**src/rtl/asr_pkg.sv**
```systemverilog
package asr_pkg;

    ////////////////////////////////////////////////////////////////////////////
    // Geometry and clock
    localparam int ADDR_W        = 14;
    localparam int CLK_PERIOD_NS = 10;
    localparam int NUM_GRADES    = 3;
    localparam int SYNC_STAGES   = 2;
    localparam int TIMER_W       = 8;
    localparam int AGE_W         = 8;

    ////////////////////////////////////////////////////////////////////////////
    // Device timing per speed grade, in ns (index 0 is the fastest grade)
    localparam int T_ACC_NS [NUM_GRADES] = '{35, 45, 55};   // Address or select to data valid, max
    localparam int T_RC_NS  [NUM_GRADES] = '{35, 45, 55};   // Read cycle, min
    localparam int T_HZ_NS  [NUM_GRADES] = '{25, 25, 30};   // Select high to output released, max
    localparam int T_WC_NS  [NUM_GRADES] = '{35, 45, 55};   // Write cycle, min
    localparam int T_WP_NS  [NUM_GRADES] = '{20, 20, 25};   // Write strobe low, min
    localparam int T_EW_NS  [NUM_GRADES] = '{35, 45, 55};   // Select low to end of write, min
    localparam int T_AS_NS  [NUM_GRADES] = '{5, 5, 10};     // Address setup to strobe fall, min
    localparam int T_DW_NS  [NUM_GRADES] = '{15, 15, 20};   // Data setup to end of write, min
    localparam int T_DH_NS  [NUM_GRADES] = '{5, 5, 5};      // Data hold after select rises, min

    ////////////////////////////////////////////////////////////////////////////
    // Carriers and states
    typedef struct packed {
        logic              write;
        logic [ADDR_W-1:0] addr;
        logic              data;
    } asr_req_t;

    typedef struct packed {
        logic [ADDR_W-1:0] wordSelectLines;
        logic              selN;
        logic              wrN;
        logic              dIn;
    } asr_pins_t;

    typedef enum logic [2:0] {
        ASR_IDLE,
        ASR_RD_ACCESS,
        ASR_WR_SETUP,
        ASR_WR_PULSE,
        ASR_RECOVER
    } asr_state_t;

    // Least time to whole clock cycles, rounded up, never below one
    function automatic int asr_cyc_up(input int ns);
        int c;
        c = (ns + CLK_PERIOD_NS - 1) / CLK_PERIOD_NS;
        return (c < 1) ? 1 : c;
    endfunction : asr_cyc_up

endpackage : asr_pkg

```
**src/rtl/asr_host_ctrl.sv**
```systemverilog
`timescale 1ns/1ns
// Summary of operation
// - Host keeps each read address stable for at least one read cycle time.
// - Host holds select low one read cycle; address valid by select fall.
// - Host keeps the write strobe high throughout every read cycle.
// - Address changes only while select or write strobe is high.
// - Write strobe pulse lasts at least 20 or 25 ns within a write cycle.
// - Select and address precede the strobe rise by at least a write cycle.
// - Address is stable at least 5 or 10 ns before strobe falls.
// - Write data is valid 15 or 20 ns before strobe rises.
// - Address hold counts from whichever of select or strobe rises first.
// - In a select-ended write, strobe is low 20 or 25 ns before select rises.
// - In a select-ended write, data holds 5 ns after select rises.
module asr_host_ctrl
    import asr_pkg::*;
#(
    parameter int SPEED_GRADE = 0
) (
    input  wire logic     clk_sys,
    input  wire logic     rst_n,
    input  wire logic     reqValid,
    input  wire asr_req_t reqCmd,
    output logic          reqReady,
    output logic          rspValid,
    output logic          rspData,
    output asr_pins_t     devPins,
    input  wire logic     devQ
);

    ////////////////////////////////////////////////////////////////////////////
    // Cycle counts for the chosen grade
    localparam int CYC_ACC  = asr_cyc_up(T_ACC_NS[SPEED_GRADE]);
    localparam int CYC_RC   = asr_cyc_up(T_RC_NS[SPEED_GRADE]);
    localparam int CYC_HZ   = asr_cyc_up(T_HZ_NS[SPEED_GRADE]);
    localparam int CYC_WC   = asr_cyc_up(T_WC_NS[SPEED_GRADE]);
    localparam int CYC_WP   = asr_cyc_up(T_WP_NS[SPEED_GRADE]);
    localparam int CYC_EW   = asr_cyc_up(T_EW_NS[SPEED_GRADE]);
    localparam int CYC_AS   = asr_cyc_up(T_AS_NS[SPEED_GRADE]);
    localparam int CYC_DW   = asr_cyc_up(T_DW_NS[SPEED_GRADE]);
    localparam int CYC_DH   = asr_cyc_up(T_DH_NS[SPEED_GRADE]);
    // Read waits for access plus the pin synchroniser, never less than a read cycle
    localparam int CYC_RD   = (CYC_ACC + SYNC_STAGES > CYC_RC) ? CYC_ACC + SYNC_STAGES : CYC_RC;
    localparam int CYC_PW0  = (CYC_WP > CYC_DW) ? CYC_WP : CYC_DW;
    localparam int CYC_PW   = (CYC_PW0 > CYC_EW - CYC_AS) ? CYC_PW0 : CYC_EW - CYC_AS;
    localparam int CYC_WR_R = (CYC_DH > CYC_WC - CYC_AS - CYC_PW) ? CYC_DH : CYC_WC - CYC_AS - CYC_PW;

    localparam logic [TIMER_W-1:0] LD_RD    = TIMER_W'(CYC_RD - 1);
    localparam logic [TIMER_W-1:0] LD_RD_R  = TIMER_W'(CYC_HZ - 1);
    localparam logic [TIMER_W-1:0] LD_AS    = TIMER_W'(CYC_AS - 1);
    localparam logic [TIMER_W-1:0] LD_PW    = TIMER_W'(CYC_PW - 1);
    localparam logic [TIMER_W-1:0] LD_WR_R  = TIMER_W'(CYC_WR_R - 1);
    localparam logic [AGE_W-1:0]   AGE_MAX  = '1;
    localparam logic [AGE_W-1:0]   AGE_ONE  = AGE_W'(1);

    if (SPEED_GRADE < 0 || SPEED_GRADE >= NUM_GRADES) begin : g_bad_grade
        $error("asr_host_ctrl: unknown speed grade");
    end
    if (CYC_RD >= (1 << TIMER_W) || CYC_PW >= (1 << TIMER_W)) begin : g_bad_timer
        $error("asr_host_ctrl: timer too narrow for the chosen clock");
    end

    ////////////////////////////////////////////////////////////////////////////
    // Registers
    asr_state_t           stateReg,    stateNext;
    logic [TIMER_W-1:0]   timerReg,    timerNext;
    asr_pins_t            pinsReg,     pinsNext;
    logic                 readyReg,    readyNext;
    logic                 rspValidReg, rspValidNext;
    logic                 rspDataReg,  rspDataNext;
    logic                 qSync;
    logic                 timerDone;
    logic                 accept;

    // Device output is asynchronous to us; two flops before anything reads it
    asr_pin_sync #(
        .WIDTH  (1),
        .STAGES (SYNC_STAGES)
    ) u_q_sync (
        .clk_sys  (clk_sys),
        .rst_n    (rst_n),
        .pinAsync (devQ),
        .pinSync  (qSync)
    );

    // Decodes
    assign timerDone = (timerReg == '0);
    assign accept    = reqValid && readyReg;
    assign readyNext = (stateNext == ASR_IDLE);

    ////////////////////////////////////////////////////////////////////////////
    // Sequencer: every pin moves on a clock edge, so pin-to-pin times are whole cycles
    always_comb begin
        stateNext    = stateReg;
        timerNext    = timerDone ? timerReg : timerReg - TIMER_W'(1);
        pinsNext     = pinsReg;
        rspValidNext = 1'b0;
        rspDataNext  = rspDataReg;
        case (stateReg)
            ASR_IDLE: begin
                if (accept) begin
                    // Address and select move together: zero setup is allowed
                    pinsNext.wordSelectLines = reqCmd.addr;
                    pinsNext.selN            = 1'b0;
                    pinsNext.wrN             = 1'b1;   // Strobe high while address moves
                    if (reqCmd.write) begin
                        pinsNext.dIn = reqCmd.data;    // Data set up with the address
                        timerNext    = LD_AS;          // Address setup before strobe
                        stateNext    = ASR_WR_SETUP;
                    end else begin
                        timerNext = LD_RD;             // Access plus sync, at least a read cycle
                        stateNext = ASR_RD_ACCESS;
                    end
                end
            end
            ASR_RD_ACCESS: begin
                if (timerDone) begin
                    rspDataNext  = qSync;              // Sampled after access time
                    rspValidNext = 1'b1;
                    pinsNext.selN = 1'b1;              // Select held a full read cycle
                    timerNext    = LD_RD_R;            // Let the output float off
                    stateNext    = ASR_RECOVER;
                end
            end
            ASR_WR_SETUP: begin
                if (timerDone) begin
                    pinsNext.wrN = 1'b0;               // Store while both are low
                    timerNext    = LD_PW;              // Pulse width and select time
                    stateNext    = ASR_WR_PULSE;
                end
            end
            ASR_WR_PULSE: begin
                if (timerDone) begin
                    // Both rise on one edge; address and data hold past it
                    pinsNext.selN = 1'b1;
                    pinsNext.wrN  = 1'b1;
                    rspValidNext  = 1'b1;
                    timerNext     = LD_WR_R;           // Data hold and rest of write cycle
                    stateNext     = ASR_RECOVER;
                end
            end
            ASR_RECOVER: begin
                if (timerDone) begin
                    stateNext = ASR_IDLE;
                end
            end
            default: begin
                stateNext = ASR_IDLE;
            end
        endcase
    end

    // State and pin registers; idle pins leave the device in standby
    always_ff @(posedge clk_sys) begin
        if (!rst_n) begin
            stateReg    <= ASR_IDLE;
            timerReg    <= '0;
            pinsReg     <= '{wordSelectLines: '0, selN: 1'b1, wrN: 1'b1, dIn: 1'b0};
            readyReg    <= 1'b1;
            rspValidReg <= 1'b0;
            rspDataReg  <= 1'b0;
        end else begin
            stateReg    <= stateNext;
            timerReg    <= timerNext;
            pinsReg     <= pinsNext;
            readyReg    <= readyNext;
            rspValidReg <= rspValidNext;
            rspDataReg  <= rspDataNext;
        end
    end

    assign devPins  = pinsReg;
    assign reqReady = readyReg;
    assign rspValid = rspValidReg;
    assign rspData  = rspDataReg;

    ////////////////////////////////////////////////////////////////////////////
    // Pin age counters: cycles each pin value has stood, used only by the checks
    logic [AGE_W-1:0] addrAge;
    logic [AGE_W-1:0] dataAge;
    logic [AGE_W-1:0] selLowAge;
    logic [AGE_W-1:0] wrLowAge;

    always_ff @(posedge clk_sys) begin
        if (!rst_n) begin
            addrAge   <= '0;
            dataAge   <= '0;
            selLowAge <= '0;
            wrLowAge  <= '0;
        end else begin
            addrAge   <= (pinsNext.wordSelectLines != pinsReg.wordSelectLines) ? AGE_ONE :
                         (addrAge == AGE_MAX) ? addrAge : addrAge + AGE_ONE;
            dataAge   <= (pinsNext.dIn != pinsReg.dIn) ? AGE_ONE :
                         (dataAge == AGE_MAX) ? dataAge : dataAge + AGE_ONE;
            selLowAge <= pinsNext.selN ? '0 : (selLowAge == AGE_MAX) ? selLowAge : selLowAge + AGE_ONE;
            wrLowAge  <= pinsNext.wrN ? '0 : (wrLowAge == AGE_MAX) ? wrLowAge : wrLowAge + AGE_ONE;
        end
    end
endmodule : asr_host_ctrl

```
**src/rtl/asr_pin_sync.sv**
```systemverilog
`timescale 1ns/1ns
module asr_pin_sync
    import asr_pkg::*;
#(
    parameter int WIDTH  = 1,
    parameter int STAGES = SYNC_STAGES
) (
    input  wire logic             clk_sys,
    input  wire logic             rst_n,
    input  wire logic [WIDTH-1:0] pinAsync,
    output logic      [WIDTH-1:0] pinSync
);

    ////////////////////////////////////////////////////////////////////////////
    // Fewer than two stages would let a metastable level reach the logic
    if (STAGES < 2) begin : g_bad_stages
        $error("asr_pin_sync needs at least two stages");
    end

    logic [WIDTH-1:0] stageReg [STAGES];

    // Plain shift chain; only the next stage reads each stage
    always_ff @(posedge clk_sys) begin
        if (!rst_n) begin
            for (int i = 0; i < STAGES; i++) begin
                stageReg[i] <= '0;
            end
        end else begin
            stageReg[0] <= pinAsync;
            for (int i = 1; i < STAGES; i++) begin
                stageReg[i] <= stageReg[i-1];
            end
        end
    end

    assign pinSync = stageReg[STAGES-1];

endmodule : asr_pin_sync

```
**config.mk**
```make
export PLATFORM = sky130hd
export DESIGN_NAME = asr_host_ctrl
export DESIGN_NICKNAME = d
export VERILOG_FILES = /design/src/rtl/asr_pkg.sv /design/src/rtl/asr_host_ctrl.sv /design/src/rtl/asr_pin_sync.sv
export SDC_FILE = /design/constraint.sdc
export NUM_CORES = 1
export LEC_CHECK = 0
export CAP_MARGIN = 20
export CELL_PAD_IN_SITES_DETAIL_PLACEMENT = 1
export CELL_PAD_IN_SITES_GLOBAL_PLACEMENT = 1
export CORE_UTILIZATION = 48
export CTS_BUF_LIST = sky130_fd_sc_hd__clkbuf_16
export CTS_CLUSTER_SIZE = 28
export DETAILED_ROUTE_END_ITERATION = 8
export DONT_BUFFER_PORTS = 1
export PLACE_DENSITY_LB_ADDON = 0.1
export SLEW_MARGIN = 20
export SYNTH_ARGS = -nofsm -noshare
export SYNTH_HDL_FRONTEND = slang
export SYNTH_SLANG_ARGS = --single-unit
```
**constraint.sdc**
```tcl
create_clock -name clk_sys -period 3 [get_ports clk_sys]
set_clock_uncertainty 0.05 [all_clocks]
set_input_delay 0 -clock clk_sys [delete_from_list [all_inputs] [get_ports clk_sys]]
set_output_delay 0 -clock clk_sys [all_outputs]
set_load 0.02 [all_outputs]
```
==> flow_summary_export.csv <==
group,metric,value,unit
sta,fin_ws,0.895,ns
drt,drt_iter0_drc,44,
yosys,syn_area,1380,µm²
drt,routedWlPerCell,18.1,µm
drt,antenna_left,0,
yosys,synth_enable_flop_cells,0,
finish,finish.net_count,193,
drt,num_vias,1217,
placement,dpl.hpwl,2140,µm
grt,grt_first_pass_wirelength,6040,µm
cts,cts-root-buf,"clkbuf_16",
yosys,synth_ff_type,"dfxtp_1",
finish,area_growth_syn_to_layout,24.3,%
setup_path,critPathKind,"reg2reg",
yosys,yosysSeqAreaShare,47.8,%
yosys,synth.net_count,177,
cts,cts_setup_buffers,0,
die,num_rows,19,
placement,gp_congestion,0.874,
die,io_pins,40,
drt,drc,0,
min_path,whs_path_depth,2,
placement,io_buffers,0,
yosys,synth_cells,155,
yosys,ys_types,39,
die,core_area,2730,µm²
sta,tightest_slew,0.677,ns
yosys,yosysTopAreaCell,"dfxtp_1",
drt,drt_pass1_iterations,4,
drt,via_per_inst,6.00,
grt,antenna_found_initial,0,
yosys,ys_ff_latch,33,
power,power_leakage,0.000657,µW
cts,h-tree-depth,2,
die,die_x,55.7,µm
setup_path,critPathLaunchType,"flip-flop",
grt,grt_overflow,0,
drt,wirelength,3670,µm
sta,grt_setup_unrepaired,"no",
die,die_h,55.7,µm
sta,fin_tns_setup,0,ns
setup_path,endpoint_kind,"flip-flop",
finish,diodes,0,
die,initial_core_util,50.6,%
sta,drv_slew,0,
grt,grt_usage,24.9,%
grt,grt_pass1_vias,1261,
min_path,hp-class,"in2reg",
sta,timing.final.crit_share,70.2,%
setup_path,reg2reg_depth,8,
grt,grt_max_degree,21,
yosys,avgSynthCellArea,8.92,µm²
flow_run,drv_cap,0,
cts,cts_buffer_depth,2,
yosys,async_reset_ff_share,0,%
power,peakVddDrop,0.000799,V
placement,place_ws,0.910,ns
sta,finalWorstPathRequiredPeriod,2.11,ns
sta,setup_viol,0,
cts,cts_sinks,33,
yosys,yosysWarnings,0,
power,powerDensity,1070,nW/µm²
setup_path,arrival,2.22,ns
cts,cts.clk_slew.worst_paths,0.05,ns
finish,drive_gt1_share,9.30,%
sta,finalHoldViolations,0,
status,status,"complete, no violations",
cts,clk_latency,0.27,ns
yosys,synthDominantCellAreaShare,47.8,%
cts,cts_tree,"yes",
setup_path,path_max_fanout,9,
cts,numCtsBuffers,5,
setup_path,cp.required,3.11,ns
sta,relSlewSlack,54.8,%
sta,max_freq,0.475,GHz
die,dieArea,3100,µm²
yosys,synth_area_leaders,"dfxtp_1 (48%), nand2_1 (8.4%), a21oi_1 (7.6%)",
[layout by cell type, fill, tap and decap left out, types with 2 or more instances in the layout]
cell,instances
dfxtp_1,33
nand2_1,31
a21oi_1,21
dlygate4sd3_1,18
nor2_1,8
nand3_1,8
clkbuf_16,5
inv_1,4
o21ai_1,4
and2_1,3
xnor2_1,3
or2_1,2
clkinv_1,2
nor4_2,2
a41oi_1,2
xor2_1,2
ha_1,2
[sequential cells by signal (all words and copies together), names as in the netlist]
| name | cells |
|---|---|
| u_q_sync.stageReg | 2 |
| devPins | 17 |
| rspData | 1 |
| timerReg | 8 |
| reqReady | 1 |
| stateReg | 3 |
| rspValid | 1 |
[worst max-delay path, stage by stage (launching register included)]
cell     delay (ns)
dfxtp_1        0.32
inv_1          0.09
ha_1           0.19
nor3b_4        0.44
nand2_1        0.26
ha_1           0.27
a22oi_1        0.16
o21ai_1        0.08
o211a_1        0.14
[final cells by class]
type	instances	area, µm²
fill	310	1010
tap	31	38.8
sequential	33	661
inverter	5	18.8
clock buffer	5	125
clock inverter	3	41.3
timing repair buffer	18	180
multi-input combinational	108	654
[per-layer routing]
layer	global-route usage, %	share of wire, %	up-vias
li1	-	-	578
met1	30.9	42	599
met2	43.2	52	38
met3	6.74	5.1	2
met4	5.00	0.41	0
met5	0	0	-
[path summary, 6_finish.rpt]
path / startpoint / endpoint / slack, ns
max: timerReg[0] / timerReg[0] / 0.89
min: reqCmd[15] / stateReg[1] / 0.02
max reg2reg: timerReg[0] / timerReg[0] / 0.89
min reg2reg: u_q_sync.stageReg[0] / u_q_sync.stageReg[1] / 0.38
[logic make-up after synthesis]
family	share of synthesized area (%)
AND/OR/NAND/NOR	25.3
XOR/XNOR	3.17
adder cells (fa/ha/maj)	1.81
flip-flops	47.8
buffers and inverters	4.89
AO/OA/AOI/OAI	16.3
multiplexers	0.724
[power breakdown]
| part | leakage [µW] | switching (µW) | internal (µW) | total [µW] |
|---|---|---|---|---|
| sequential | 0.000271 | 174 | 535 | 709 |
| clock | 0.0000775 | 178 | 388 | 566 |
| combinational | 0.000309 | 329 | 228 | 557 |
| total | 0.000657 | 680 | 1150 | 1830 |
[timing repair]
item	4_1_cts	5_1_grt
gates resized for setup	0	0
endpoints found under the hold margin	29	0
hold buffers	18	0
[Yosys cell counts (2+ instances only)]
master and number:
xor2_1 2, nor2_1 8, buf_2 3, dfxtp_1 33
inv_1 4, nand2_1 31, ha_1 2, or2_1 2
xnor2_1 3, nand3_1 8, a21oi_1 21, nor4_2 2
clkbuf_1 4, o21ai_1 4, and2_1 3, a41oi_1 2
[stage by stage]
step                      area [µm²]  hold WS (ns)  total power (µW)  instances  utilization, %
after floorplan                 1380        0.0773              1130        155               -
after global placement          1370        0.0372              1200        177            50.2
after detailed placement        1370        0.0373              1230        177            50.2
after CTS                       1720        0.0123              1830        203            62.9
after global routing            1720        0.0297              1930        203            62.9
final                           1720        0.0171              1830        203            62.9
Note: power is estimated with default switching activity, not from simulation.
